==> src/design/dvio_pkg.sv <==
// Constants and types shared by the digital I/O port block.
//
// Contract
// - Sixty-four channels form eight independent byte-wide ports, each usable in either direction.
// - One bit per port in the port direction register sets that port alone to input or output.
// - Each of the eight interrupt inputs latches on a rising or falling edge chosen per line by a static setting.
// - A mask register masks each interrupt line on its own so that a masked line raises no request.
// - Writing a one to a bit of the interrupt clear register clears that latched interrupt, zeros change nothing.
// - A readable pending register shows which latched interrupts still await service.
// - A software-written vector register is returned to the bus master in the interrupt acknowledge cycle.
// - The bus interrupt request is raised on one level from one to seven chosen by a three-bit static switch.
// - Eight software-controlled flag outputs serve external equipment as acknowledge or control lines.
// - The status/control register holds an interrupt enable bit and a soft reset bit restoring the defaults.
// - The block decodes a one-kilobyte window of short I/O space whose base sits on any of 64 boundaries.
// - The block acts as a 16-bit data slave, taking and producing all slave-side control, address and data.
// - Read-only ASCII identification data stands at fixed locations inside the block.
package dvio_pkg;

	localparam int DATA_W = 16;
	localparam int ADDR_W = 16;
	localparam int OFF_W = 10;
	localparam int BASE_W = 6;
	localparam int NPORT = 8;
	localparam int NIRQ = 8;
	localparam int NFLAG = 8;
	localparam int LVL_W = 3;

	// Byte offsets inside the one-kilobyte window
	localparam logic [9:0] OFF_ID0 = 10'h000;
	localparam logic [9:0] OFF_ID3 = 10'h006;
	localparam logic [9:0] OFF_CTRL = 10'h080;
	localparam logic [9:0] OFF_PORT0 = 10'h100;
	localparam logic [9:0] OFF_PORT3 = 10'h106;
	localparam logic [9:0] OFF_DIR = 10'h110;
	localparam logic [9:0] OFF_IRQIN = 10'h120;
	localparam logic [9:0] OFF_CLR = 10'h122;
	localparam logic [9:0] OFF_MASK = 10'h124;
	localparam logic [9:0] OFF_PEND = 10'h126;
	localparam logic [9:0] OFF_VEC = 10'h128;
	localparam logic [9:0] OFF_FLAG = 10'h12A;

	// Control register fields
	localparam int CTRL_IE_BIT = 0;
	localparam int CTRL_SRST_BIT = 1;

	// Reset values
	localparam logic [7:0] DIR_RST = 8'h00;
	localparam logic [7:0] MASK_RST = 8'hFF;
	localparam logic [7:0] VEC_RST = 8'h0F;
	localparam logic [7:0] FLAG_RST = 8'h00;
	localparam logic [63:0] PORT_RST = 64'h0000_0000_0000_0000;
	localparam logic [15:0] DATA_ZERO = 16'h0000;

	typedef logic [DATA_W-1:0] dvio_word_t;

endpackage : dvio_pkg

==> src/design/dvio_irq_if.sv <==
// Interface between the register logic and the interrupt latch.
`timescale 1ns/1ps
interface dvio_irq_if;
	logic [7:0] line;
	logic [7:0] edge_sel;
	logic [7:0] clr;
	logic soft_rst;
	logic [7:0] pending;
	logic [7:0] level;

	modport regs (output line, output edge_sel, output clr, output soft_rst,
		input pending, input level);
	modport latch (input line, input edge_sel, input clr, input soft_rst,
		output pending, output level);
endinterface : dvio_irq_if

==> src/design/dvio_top.sv <==
// Digital I/O port block: bus slave, ports, flags and interrupter.
`timescale 1ns/1ps
module dvio_top #(
	// Arbitrary identification text, eight ASCII characters
	parameter logic [63:0] ID_TEXT = 64'h4449_4749_4F50_4F52
) (
	input wire logic core_clk_i,
	input wire logic resetn_i,
	input wire logic [dvio_pkg::ADDR_W-1:0] addr_i,
	input wire logic [dvio_pkg::DATA_W-1:0] wr_data_i,
	input wire logic wr_en_i,
	input wire logic rd_en_i,
	output logic [dvio_pkg::DATA_W-1:0] rd_data_o,
	input wire logic iack_i,
	input wire logic [dvio_pkg::LVL_W-1:0] iack_level_i,
	input wire logic [dvio_pkg::BASE_W-1:0] base_sel_i,
	input wire logic [dvio_pkg::LVL_W-1:0] irq_level_sel_i,
	input wire logic [dvio_pkg::NIRQ-1:0] edge_sel_i,
	input wire logic [dvio_pkg::NIRQ-1:0] irq_line_i,
	input wire logic [63:0] port_in_i,
	output logic [63:0] port_out_o,
	output logic [63:0] port_oe_o,
	output logic [dvio_pkg::NFLAG-1:0] flag_o,
	output logic irq_o,
	output logic [dvio_pkg::LVL_W-1:0] irq_level_o
);
	import dvio_pkg::*;

	typedef struct packed {
		logic [63:0] pin1;
		logic [63:0] pin2;
		logic [5:0] base1;
		logic [5:0] base2;
		logic [2:0] lvl1;
		logic [2:0] lvl2;
		logic [2:0] lvl3;
		logic ie;
		logic [7:0] dir;
		logic [63:0] pout;
		logic [7:0] mask;
		logic [7:0] vec;
		logic [7:0] flag;
		logic [15:0] rdata;
		logic irq;
	} dvio_top_st_t;

	dvio_top_st_t st_reg;
	dvio_top_st_t st_next;
	dvio_irq_if irq_bus ();
	logic hit;
	logic [9:0] off;
	logic [7:0] active;

	////////////////////////////////////////////////////////////////////////
	// Interrupt latch
	dvio_irq_latch u_latch (
		.core_clk_i(core_clk_i),
		.resetn_i(resetn_i),
		.irq(irq_bus)
	);

	assign irq_bus.line = irq_line_i;
	assign irq_bus.edge_sel = edge_sel_i;

	////////////////////////////////////////////////////////////////////////
	// Helpers

	// Word of a port pair: output ports read their latch, inputs the pins
	function automatic logic [15:0] port_word(input logic [1:0] idx,
		input logic [7:0] dir, input logic [63:0] pout, input logic [63:0] pin);
		logic [15:0] w;
		logic [4:0] b;
		w = DATA_ZERO;
		for (int h = 0; h < 2; h++) begin
			b = {idx, 1'b0} + 5'(h);
			if (dir[b[2:0]]) begin
				w[h*8 +: 8] = pout[b[2:0]*8 +: 8];
			end else begin
				w[h*8 +: 8] = pin[b[2:0]*8 +: 8];
			end
		end
		return w;
	endfunction : port_word

	////////////////////////////////////////////////////////////////////////
	// Address decode
	// base on a one-kilobyte boundary
	assign hit = (addr_i[ADDR_W-1:OFF_W] == st_reg.base2);
	assign off = addr_i[OFF_W-1:0];

	////////////////////////////////////////////////////////////////////////
	// Next state: synchronisers, register writes, read mux
	always_comb begin
		st_next = st_reg;
		irq_bus.clr = 8'h00;
		irq_bus.soft_rst = 1'b0;
		// Pins and switches pass two flops before use
		st_next.pin1 = port_in_i;
		st_next.pin2 = st_reg.pin1;
		st_next.base1 = base_sel_i;
		st_next.base2 = st_reg.base1;
		st_next.lvl1 = irq_level_sel_i;
		st_next.lvl2 = st_reg.lvl1;
		// Level output trails one flop so it moves together with the request
		st_next.lvl3 = st_reg.lvl2;

		if (wr_en_i && hit) begin
			unique case (off)
				OFF_CTRL: begin
					if (wr_data_i[CTRL_SRST_BIT]) begin
						irq_bus.soft_rst = 1'b1;
						st_next.ie = 1'b0;
						st_next.dir = DIR_RST;
						st_next.pout = PORT_RST;
						st_next.mask = MASK_RST;
						st_next.vec = VEC_RST;
						st_next.flag = FLAG_RST;
					end else begin
						st_next.ie = wr_data_i[CTRL_IE_BIT];
					end
				end
				OFF_DIR: st_next.dir = wr_data_i[7:0];
				OFF_CLR: irq_bus.clr = wr_data_i[7:0];
				OFF_MASK: st_next.mask = wr_data_i[7:0];
				OFF_VEC: st_next.vec = wr_data_i[7:0];
				OFF_FLAG: st_next.flag = wr_data_i[7:0];
				default: begin
					// port data, two ports per word
					if (off >= OFF_PORT0 && off <= OFF_PORT3 && !off[0]) begin
						st_next.pout[off[2:1]*16 +: 16] = wr_data_i;
					end
				end
			endcase
		end

		// Read data stands one cycle after the strobe, zero otherwise
		st_next.rdata = DATA_ZERO;
		if (iack_i) begin
			// vector on acknowledge at own level
			if (iack_level_i == st_reg.lvl3 && st_reg.irq) begin
				st_next.rdata = {8'h00, st_reg.vec};
			end
		end else if (rd_en_i && hit) begin
			unique case (off)
				OFF_CTRL: st_next.rdata = {14'h0000, 1'b0, st_reg.ie};
				OFF_DIR: st_next.rdata = {8'h00, st_reg.dir};
				OFF_IRQIN: st_next.rdata = {8'h00, irq_bus.level};
				OFF_PEND: st_next.rdata = {8'h00, irq_bus.pending};
				OFF_MASK: st_next.rdata = {8'h00, st_reg.mask};
				OFF_VEC: st_next.rdata = {8'h00, st_reg.vec};
				OFF_FLAG: st_next.rdata = {8'h00, st_reg.flag};
				default: begin
					if (off >= OFF_ID0 && off <= OFF_ID3 && !off[0]) begin
						st_next.rdata = ID_TEXT[(3 - off[2:1])*16 +: 16];
					end else if (off >= OFF_PORT0 && off <= OFF_PORT3 && !off[0]) begin
						st_next.rdata = port_word(off[2:1], st_reg.dir, st_reg.pout,
							st_reg.pin2);
					end
				end
			endcase
		end

		active = irq_bus.pending & ~st_reg.mask;
		// request only while enabled and unmasked pending
		st_next.irq = st_next.ie && (|active) && (st_reg.lvl2 != 3'h0);
	end

	////////////////////////////////////////////////////////////////////////
	// State register
	always_ff @(posedge core_clk_i or negedge resetn_i) begin
		if (!resetn_i) begin
			st_reg <= '{pin1: '0, pin2: '0, base1: '0, base2: '0, lvl1: '0, lvl2: '0,
				lvl3: '0, ie: 1'b0, dir: DIR_RST, pout: PORT_RST, mask: MASK_RST, vec: VEC_RST,
				flag: FLAG_RST, rdata: DATA_ZERO, irq: 1'b0};
		end else begin
			st_reg <= st_next;
		end
	end

	////////////////////////////////////////////////////////////////////////
	// Outputs
	// eight byte ports, enables follow direction
	always_comb begin
		for (int p = 0; p < NPORT; p++) begin
			port_oe_o[p*8 +: 8] = {8{st_reg.dir[p]}};
		end
	end

	assign port_out_o = st_reg.pout;
	assign flag_o = st_reg.flag;
	assign rd_data_o = st_reg.rdata;
	assign irq_o = st_reg.irq;
	assign irq_level_o = st_reg.lvl3;

endmodule : dvio_top

==> src/design/dvio_irq_latch.sv <==
// Edge-latched interrupt inputs with per-line edge select and clear.
`timescale 1ns/1ps
module dvio_irq_latch (
	input wire logic core_clk_i,
	input wire logic resetn_i,
	dvio_irq_if.latch irq
);
	import dvio_pkg::*;

	typedef struct packed {
		logic [7:0] ln1;
		logic [7:0] ln2;
		logic [7:0] prev;
		logic [7:0] es1;
		logic [7:0] es2;
		logic [7:0] pend;
		logic [1:0] warm;
	} dvio_latch_st_t;

	dvio_latch_st_t st_reg;
	dvio_latch_st_t st_next;
	logic [7:0] rise;
	logic [7:0] fall;
	logic [7:0] ev;

	////////////////////////////////////////////////////////////////////////
	// Next state
	always_comb begin
		st_next = st_reg;
		st_next.ln1 = irq.line;
		st_next.ln2 = st_reg.ln1;
		st_next.prev = st_reg.ln2;
		st_next.es1 = irq.edge_sel;
		st_next.es2 = st_reg.es1;
		rise = st_reg.ln2 & ~st_reg.prev;
		fall = ~st_reg.ln2 & st_reg.prev;
		// Hold off edges until the sync and compare flops hold real samples
		if (st_reg.warm != 2'h3) begin
			st_next.warm = st_reg.warm + 2'h1;
		end
		ev = (st_reg.warm == 2'h3) ? ((st_reg.es2 & rise) | (~st_reg.es2 & fall)) : 8'h00;
		if (irq.soft_rst) begin
			st_next.pend = ev;
		end else begin
			st_next.pend = (st_reg.pend & ~irq.clr) | ev;
		end
	end

	// Async reset to constants only
	always_ff @(posedge core_clk_i or negedge resetn_i) begin
		if (!resetn_i) begin
			st_reg <= '0;
		end else begin
			st_reg <= st_next;
		end
	end

	assign irq.pending = st_reg.pend;
	assign irq.level = st_reg.ln2;

endmodule : dvio_irq_latch

==> config.mk <==
export PLATFORM = sky130hd
export DESIGN_NAME = dvio_top
export DESIGN_NICKNAME = d
export VERILOG_FILES = /design/src/design/dvio_pkg.sv /design/src/design/dvio_irq_if.sv /design/src/design/dvio_top.sv /design/src/design/dvio_irq_latch.sv
export SDC_FILE = /design/constraint.sdc
export NUM_CORES = 1
export LEC_CHECK = 0
export ABC_CLOCK_PERIOD_IN_PS = 4500
export BUFFER_PORTS_ARGS = -buffer_cell sky130_fd_sc_hd__buf_2
export CORE_MARGIN = 2
export CORE_UTILIZATION = 50
export CTS_CLUSTER_DIAMETER = 60
export DETAILED_ROUTE_END_ITERATION = 8
export HOLD_SLACK_MARGIN = 0.15
export PLACE_DENSITY_LB_ADDON = 0.2
export SYNTH_ARGS = -nofsm -noshare
export SYNTH_HDL_FRONTEND = slang
export SYNTH_SLANG_ARGS = --single-unit
==> constraint.sdc <==
create_clock -name core_clk_i -period 4.5 [get_ports core_clk_i]
set_input_delay 0.9 -clock core_clk_i [delete_from_list [all_inputs] [get_ports core_clk_i]]
set_output_delay 0.9 -clock core_clk_i [all_outputs]
set_load 0.02 [all_outputs]
### Word level (Yosys, flattened, before mapping)

Cells that the tools add are included.

| operators by class | value |
|---|---|
| add/subtract/negate cells | 4 |
| $lt $le $gt $ge | 6 |
| equal/unequal tests | 13 |
| shift-type cells | 7 |
| mux-type cells | 30 |
| bitwise logic cells | 14 |
| reductions and logical operators | 23 |

Operator list:

| cell | number |
|---|---|
| variable part select 64 x 7 -> 8 bit | 4 |
| one-hot mux 64 bit (2 select lines) | 1 |
| one-hot mux 16 bit (7 select lines) | 1 |
| two-way mux 97 bit | 1 |
| two-way mux 96 bit | 1 |
| equality test 10 x 9 -> 1 bit, second input constant | 7 |
| bitwise mux 64 bit | 1 |
| two-way mux 16 bit | 4 |
| two-way mux 64 bit | 1 |
| one-hot mux 8 bit (2 select lines) | 4 |
| variable shift 16 x 34 -> 64 bit, first input constant | 1 |
| variable part select 16 x 34 -> 64 bit | 1 |
| variable part select 64 x 33 -> 16 bit, first input constant | 1 |
| two-way mux 8 bit | 7 |
| AND 8 bit | 6 |
| NOT 8 bit | 5 |
| negation 6 -> 34 bit | 1 |
| OR 8 bit | 2 |
| AND reduction 3 bit | 4 |
| equality test 10 x 8 -> 1 bit, second input constant | 1 |
| >= comparator 10 x 1 -> 1 bit, second input constant | 1 |
| >= comparator 10 x 9 -> 1 bit, second input constant | 1 |
| <= comparator 10 x 3 -> 1 bit, second input constant | 1 |
| <= comparator 10 x 9 -> 1 bit, second input constant | 1 |
| 19 further kinds | 39 |

| storage, ports and cells | value |
|---|---|
| register bits after elaboration | 313 |
| input port bits | 129 |
| output and inout port bits | 156 |
| logic and storage cells | 119 |

### Logic depth before layout (Yosys ltp)

Gate-level depths: netlist of run 1.

| depth | value |
|---|---|
| depth in word-level cells | 9 |
| mapped depth | 10 |
| gate-level depth less buffers | 6 |

### Cells and area by module

A second synthesis of run 1 with hierarchy kept.

| second synthesis, totals | value |
|---|---|
| cell total of the unflattened synthesis | 1054 |
| area, all modules | 13108.8 sq um |

By module, submodules not included:

| module | instances | cells each | area an instance (sq um) | seq. area each (sq um) |
|---|---|---|---|---|
| dvio_top | 1 | 951 | 11424.7 | 6596.3 |
| dvio_irq_latch | 1 | 103 | 1684.1 | 1251.2 |

### Worst setup path after synthesis of run 1

Ideal clock, no wire load.

| path | value |
|---|---|
| kind | input-to-reg |
| from | input port addr_i[1] in the netlist's numbering |
| to | register st_reg, in the netlist port_out_o[10] |
| setup time | 0.066 ns |
| arrival time | 3.406 ns |
| data required time | 4.434 ns |
| setup slack | 1.028 ns |
| cell stages on the path | 10 |
| path buffers | 4 |
| cells stage by stage | clkbuf_1 -> inv_1 -> buf_1 -> buf_1 -> ha_1 -> nor2_1 -> nand3_1 -> nor3_1 -> clkbuf_1 -> a22o_1 |

| on the way | value |
|---|---|
| longest elaborated chain between the ends | 5 |
| elaborated cells between the ends (all ways) | 21 |
| classes of those cells | add/sub (1); order compare (2); eq/ne (7); shift (2); mux (3); bitwise (1); reduce/logical (5) |

RTL lines:

| element | RTL line | source |
|---|---|---|
| start: declaration | dvio_top.sv:9 | `input wire logic [dvio_pkg::ADDR_W-1:0] addr_i,` |
| negation 6 -> 34 bit, or another cell as far along | dvio_top.sv:130 | `st_next.pout[off[2:1]*16 +: 16] = wr_data_i;` |
| variable part select 16 x 34 -> 64 bit, or another cell as far along | dvio_top.sv:130 |  |
| bitwise mux 64 bit / logical AND 1 bit (equally long branches) | dvio_top.sv:130, dvio_top.sv:129 |  |
| two-way mux 64 bit / nonzero test 2 bit (equally long branches) | -- |  |
| one-hot mux 64 bit (2 select lines) / AND reduction 4 bit (equally long branches) | -- |  |
| end signal: assignment | dvio_top.sv:172 | `st_reg <= '{pin1: '0, pin2: '0, base1: '0, base2: '0, lvl1: '0, lvl2: '0,` |
| end signal: assignment | dvio_top.sv:176 | `st_reg <= st_next;` |
| end: declaration | dvio_top.sv:47 | `dvio_top_st_t st_reg;` |

Several ways; a longest one is shown, not always the timed one. The select of a mux whose other input is x is not followed.
A chain may end at the register's enable or synchronous reset.

### Worst setup path in the final report of run 1

| path | value |
|---|---|
| from | input port addr_i[2] in the netlist's numbering |
| to | register st_reg, in the netlist port_out_o[46] |

The elaborated chain is that of the path after synthesis.

==> results.toml, run 1 <==
[worst_setup_path]
crit_chain = "buf_2, nor4_2, nand3_1, nor2_2, o21ai_2, a22o_1"
crit_buf_inv = 1
max_stage_delay_ns = 0.63
critPathLaunchType = "input port"
critPathLaunch = "addr_i[2]"
end_kind = "flop"
crit_type = "in2reg"
cp_top_family = "simple AND/OR/NAND/NOR gates"
crit_path_top_delay_cell = "nor4_2"
cp_data_arrival_time_ns = 3.49
crit_required_ns = 4.89
path_max_fanout = 22
r2r_start = "st_reg[127]"

[power_and_ir_drop]
combPwrFrac_pct = 4.9
ir_drop_uv = 325
clkPwrFrac_pct = 47.4
seq_power_share_pct = 47.7
p_sw_mw = 1.31
p_int_mw = 4.85
p_per_area_nw_per_um2 = 412
leakage_nw = 7.25
switching_share_pct = 21.2

[routing]
drc_errors = 0
antenna_left = 0
drt_iter0_drc = 794
wl_per_cell_um = 24.0
vias = 8565
routed_wl_um = 36000
viasPerCell = 5.72
dr.pass1.iters = 7

[global_routing]
grt_pass1_vias = 8463
grt_antenna_before_repair = 2
gr-total-overflow = 0
grt_pass1_wl_um = 52900
grt_max_degree = 97
track_usage_pct = 26.6

[floorplanning]
core-area_um2 = 25300
num_rows = 58
die_y_um = 165
die_w_um = 165
fp.dieArea_um2 = 27200
start_util_pct = 51.2
num_io_pins = 285

[logic_synthesis]
synthCells = 997
synth_flop_cell = "dfrtp_1"
synth_seq_area_share_pct = 60.5
synth.most_common_cell = "dfrtp_1"
syn_avg_cell_area_um2 = 13.0
synth_edf_count = 0
synth_common_cells = "dfrtp_1 (301), buf_4 (155), a22o_1 (84)"
yosysUniqueCellTypes = 72
ys_ff_latch = 313
yosysWarnings = 0
synth_area_leader_cell = "dfrtp_1"
async_flop_share_pct = 100
synth_area_leaders = "dfrtp_1 (58%), buf_4 (9.0%), a22o_1 (5.7%)"
synth_nets = 1132
syn_area_um2 = 13000
synth_top_area_share_pct = 58.1

[timing]
setup_violations = 0
final_hold_viol_count = 0
fmax_mhz = 322
setup_tns_ns = 0
skew_ns = 0.0173
period_share_pct = 69.0
rsz0062_at_grt = "false"
period_needed_ns = 3.11
drv_slew = 0
maxSlewHeadroom_pct = 28.7
worst_pin_slew_ns = 1.07

[finish]
antenna_cells = 0
largest_reg_flops = 87
multi_input_area_um2 = 3730
regArea_um2 = 7850
syn_to_final_growth_pct = 15.3
nFillCells = 2078
drive_gt1_share_pct = 35.6
nNetsFinal = 1279
finalInstanceArea_um2 = 14900

[run]
cap_violations = 0

[place]
portBuffers = 284
gp_congestion = 0.932
dp_hpwl_um = 25800
dpl_cell_area_um2 = 13700

[cts]
h-tree-depth = 2
worstSkewPairLatency_ns = 0.51
numClockSinks = 313
hold_buffers = 0
cts_buffer_depth = 3
cts_buffers = 34
cts_root_buf = "clkbuf_16"
cts.clk_slew.worst_paths_ns = 0.06
postCtsSetupBuffers = 0
tritoncts = "done"
cts_resized = 0

[hold_path]
hp-start = "u_latch.st_next[16]"
hold_class = "reg2reg"

[outcome]
status = "finished, final reports clean"
## stage by stage
stage,hold slack (ns),power (mW),util (%),setup slack [ns],cells
6_report,0.344,6.15,59.0,1.39,1497
5_1_grt,0.349,6.36,59.0,1.22,1497
4_1_cts,0.346,6.21,59.0,1.45,1497
3_5_place_dp,0.335,3.29,54.3,0.905,1438
3_3_place_gp,0.331,3.28,54.3,0.918,1438
2_1_floorplan,0.331,3.09,-,1.03,997
## power by group through the flow
stage	Clock (mW)	Sequential (mW)	Combinational, mW
after detailed placement	0	2.98	0.302
after CTS	2.97	2.93	0.303
after global routing	3.09	2.94	0.330
after floorplan	0	2.97	0.121
after global placement	0	2.98	0.300
final	2.92	2.93	0.301
## cell type report
type                            instances  area share [%]
Multi-Input combinational cell        463            25.0
Timing Repair Buffer                  316            11.4
Inverter                               16           0.402
Clock inverter                          8            1.01
Tap cell                              330            2.76
Sequential cell                       313            52.5
Clock buffer                           51            7.00
## final timing paths
kind / slack, ns / cells after the start / endpoint
hold reg to reg: 0.34 / 0 / u_latch.st_reg[16]
min in group asynchronous: 0.40 / 1 / st_next[128]
setup / recovery: 1.39 / 6 / port_out_o[46]
hold / removal: 0.34 / 0 / u_latch.st_reg[16]
max in group asynchronous: 3.15 / 2 / st_next[190]
setup reg to reg: 1.72 / 5 / port_out_o[46]
## worst reg2reg max path, stage by stage (launching register included)
cell	delay (ns)
dfrtp_1	0.38
xnor2_1	0.24
nand3_1	0.40
nor2_1	0.75
o21ai_2	0.52
a22o_1	0.38
## logic make-up after synthesis
kind of cell             after synthesis  synth area share (%)
adder cells (fa/ha/maj)                6                 0.579
buffers and inverters                221                  11.0
multiplexers                          84                  7.33
flip-flops                           313                  60.5
AO/OA/AOI/OAI                        218                  13.2
XOR/XNOR                              10                 0.676
AND/OR/NAND/NOR                      145                  6.68
## cell usage in the layout, fill, tap and decap left out, types with 5 or more instances in the layout
cell       count
a211oi_1      10
a21oi_1       22
a22o_1        84
a22oi_1        6
a32o_1        11
a32oi_1        5
buf_2        283
buf_4         30
clkbuf_1       5
clkbuf_16     35
clkbuf_8      11
dfrtp_1      301
dfstp_2       12
ha_1           6
inv_1         15
mux2i_1       70
mux4_2         8
nand2_1       30
nand2b_1      12
nand3_1        9
nand3b_1       7
nand4_1        7
nor2_1        25
nor2b_1        9
nor3_1         7
o211ai_1       5
o21ai_0       18
o22a_1        11
o22ai_1        5
xnor2_1        7
## routing by layer
layer  wire length (um)  vias to the layer above  GRT usage, %
met5                 23                        -             0
met4               1000                        4          8.02
met3               2880                       85          6.08
met2              16700                      453          41.1
met1              15300                     4279          37.7
li1                   -                     3744             -
Note: power is estimated with default switching activity, not from simulation.
==> run 2: changes to the inputs <==
--- a/config.mk
+++ b/config.mk
@@ -5,7 +5,7 @@
 export SDC_FILE = /design/constraint.sdc
 export NUM_CORES = 1
 export LEC_CHECK = 0
-export ABC_CLOCK_PERIOD_IN_PS = 4500
+export ABC_CLOCK_PERIOD_IN_PS = 3100
 export BUFFER_PORTS_ARGS = -buffer_cell sky130_fd_sc_hd__buf_2
 export CORE_MARGIN = 2
 export CORE_UTILIZATION = 50
==> constraint.sdc (replaced) <==
create_clock -name core_clk_i -period 3.1 [get_ports core_clk_i]
set_input_delay 0.62 -clock core_clk_i [delete_from_list [all_inputs] [get_ports core_clk_i]]
set_output_delay 0.62 -clock core_clk_i [all_outputs]
set_load 0.02 [all_outputs]
==> run 2 against run 1 <==
  * Sequential power is 45% higher
  * Non-clock buffer count rose by 33
  * Via count grew 2.4%
  * Count of clock-buffer cells in the layout unchanged
  * Die area did not move
  * Critical path depth decreased by 1
  * Critical path type is now reg2reg
  * Critical endpoint is now port_out_o[41]
  * Largest power group unchanged
  * Sequential cell count is the same
==> results.toml, run 2 (synthesis gave the netlist of run 1 again) <==
[worst_setup_path]
path_max_fanout = 16
r2r_start = "st_reg[126]"
critPathLaunchType = "flop"
crit_type = "reg2reg"
crit_required_ns = 3.54
cp_data_arrival_time_ns = 3.02
critPathLaunch = "st_reg[126]"
end_kind = "flop"

[finish]
nNetsFinal = 1312
multi_input_area_um2 = 3730
regArea_um2 = 7850
largest_reg_flops = 87
layout.cells.most_common = "dfrtp_1"
nFillCells = 2033
layout_common_cells = "dfrtp_1 (301), buf_2 (283), a22o_1 (84)"
drive_gt1_share_pct = 37.1
final_core_util_pct = 59.8
syn_to_final_growth_pct = 16.8

[place]
portBuffers = 284
dp_hpwl_um = 26500
gp_congestion = 0.974

[cts]
postCtsSetupBuffers = 0
numClockSinks = 313
cts_buffer_depth = 3
cts_root_buf = "clkbuf_16"
tritoncts = "done"
cts.clk_slew.worst_paths_ns = 0.06
h-tree-depth = 2
cts_buffers = 34
cts_resized = 0
worstSkewPairLatency_ns = 0.51

[hold_path]
hp-start = "port_in_i[7]"
hold_class = "in2reg"

[floorplanning]
die_y_um = 165
die_w_um = 165
start_util_pct = 51.2
core-area_um2 = 25300
num_rows = 58
num_io_pins = 285
fp.dieArea_um2 = 27200

[global_routing]
grt_max_degree = 83
grt_pass1_vias = 8621
track_usage_pct = 27.0
grt_antenna_before_repair = 3
grt_pass1_wl_um = 53400
gr-total-overflow = 0

[timing]
period_needed_ns = 2.58
rsz0062_at_grt = "false"
period_share_pct = 83.3
setup_violations = 0
final_hold_viol_count = 0
setup_tns_ns = 0
whs_ns = 0.213
worst_pin_slew_ns = 1.09
drv_slew = 0
maxSlewHeadroom_pct = 27.4
skew_ns = 0.0136
fmax_mhz = 387

[run]
cap_violations = 0

[routing]
vias = 8772
dr.pass1.iters = 5
routed_wl_um = 36200
viasPerCell = 5.72
antenna_left = 0
drc_errors = 0
wl_per_cell_um = 23.6
drt_iter0_drc = 849

[power_and_ir_drop]
leakage_nw = 7.38
power_mw = 8.70
ir_drop_uv = 467
p_per_area_nw_per_um2 = 574

[outcome]
status = "finished, final reports clean"
## run 2: layout make-up
class / count / area share (%)
Tap cell: 330 / 2.73
Multi-Input combinational cell: 463 / 24.7
Antenna cell: 3 / 0.0496
Inverter: 16 / 0.397
Clock buffer: 51 / 6.71
Timing Repair Buffer: 349 / 12.9
Sequential cell: 313 / 51.8
Clock inverter: 8 / 0.653
## run 2: worst paths after layout
path                       slack, ns        endpoint  depth (start not counted)
max in group asynchronous       1.55      st_reg[38]                          3
setup / recovery                0.52  port_out_o[41]                          5
hold reg to reg                 0.34     st_reg[144]                          0
hold / removal                  0.21    st_next[142]                          1
min in group asynchronous       0.70    st_next[128]                          2
setup reg to reg                0.52  port_out_o[41]                          5
## run 2: per-stage QoR
step	cells	setup slack [ns]	area (um2)
floorplan	997	0.101	13000
global placement	1470	0.221	14000
detailed placement	1470	0.131	14000
CTS	1530	0.510	15100
global route	1531	0.359	15100
finish	1533	0.518	15100
## run 2: critical path, cell delays in order, from the launching register on
cell and delay (ns):
dfrtp_1 0.37, xnor2_1 0.30, nand3_1 0.29, nor4_2 0.36, nor4b_4 0.94, a22o_1 0.26
## run 2: per-layer routing
| metal | routed length [um] | up-vias | global-route usage (%) |
|---|---|---|---|
| li1 | - | 3806 | - |
| met1 | 15900 | 4470 | 39.2 |
| met2 | 16700 | 433 | 41.2 |
| met3 | 2770 | 63 | 5.22 |
| met4 | 886 | 0 | 8.70 |
| met5 | 0 | - | 0 |
## run 2: power by group
group	leakage [nW]	switching [mW]	internal, mW	total [mW]
logic	3.01	0.292	0.169	0.461
clock network	0.543	1.55	2.43	3.98
registers	3.83	0.0448	4.21	4.26
total	7.38	1.88	6.81	8.70
## run 2: what timing repair did
item | 4_1_cts | 5_1_grt
endpoints found under the setup margin | 0 | 0
hold endpoints to repair | 68 | 0
hold buffers | 1 | 0
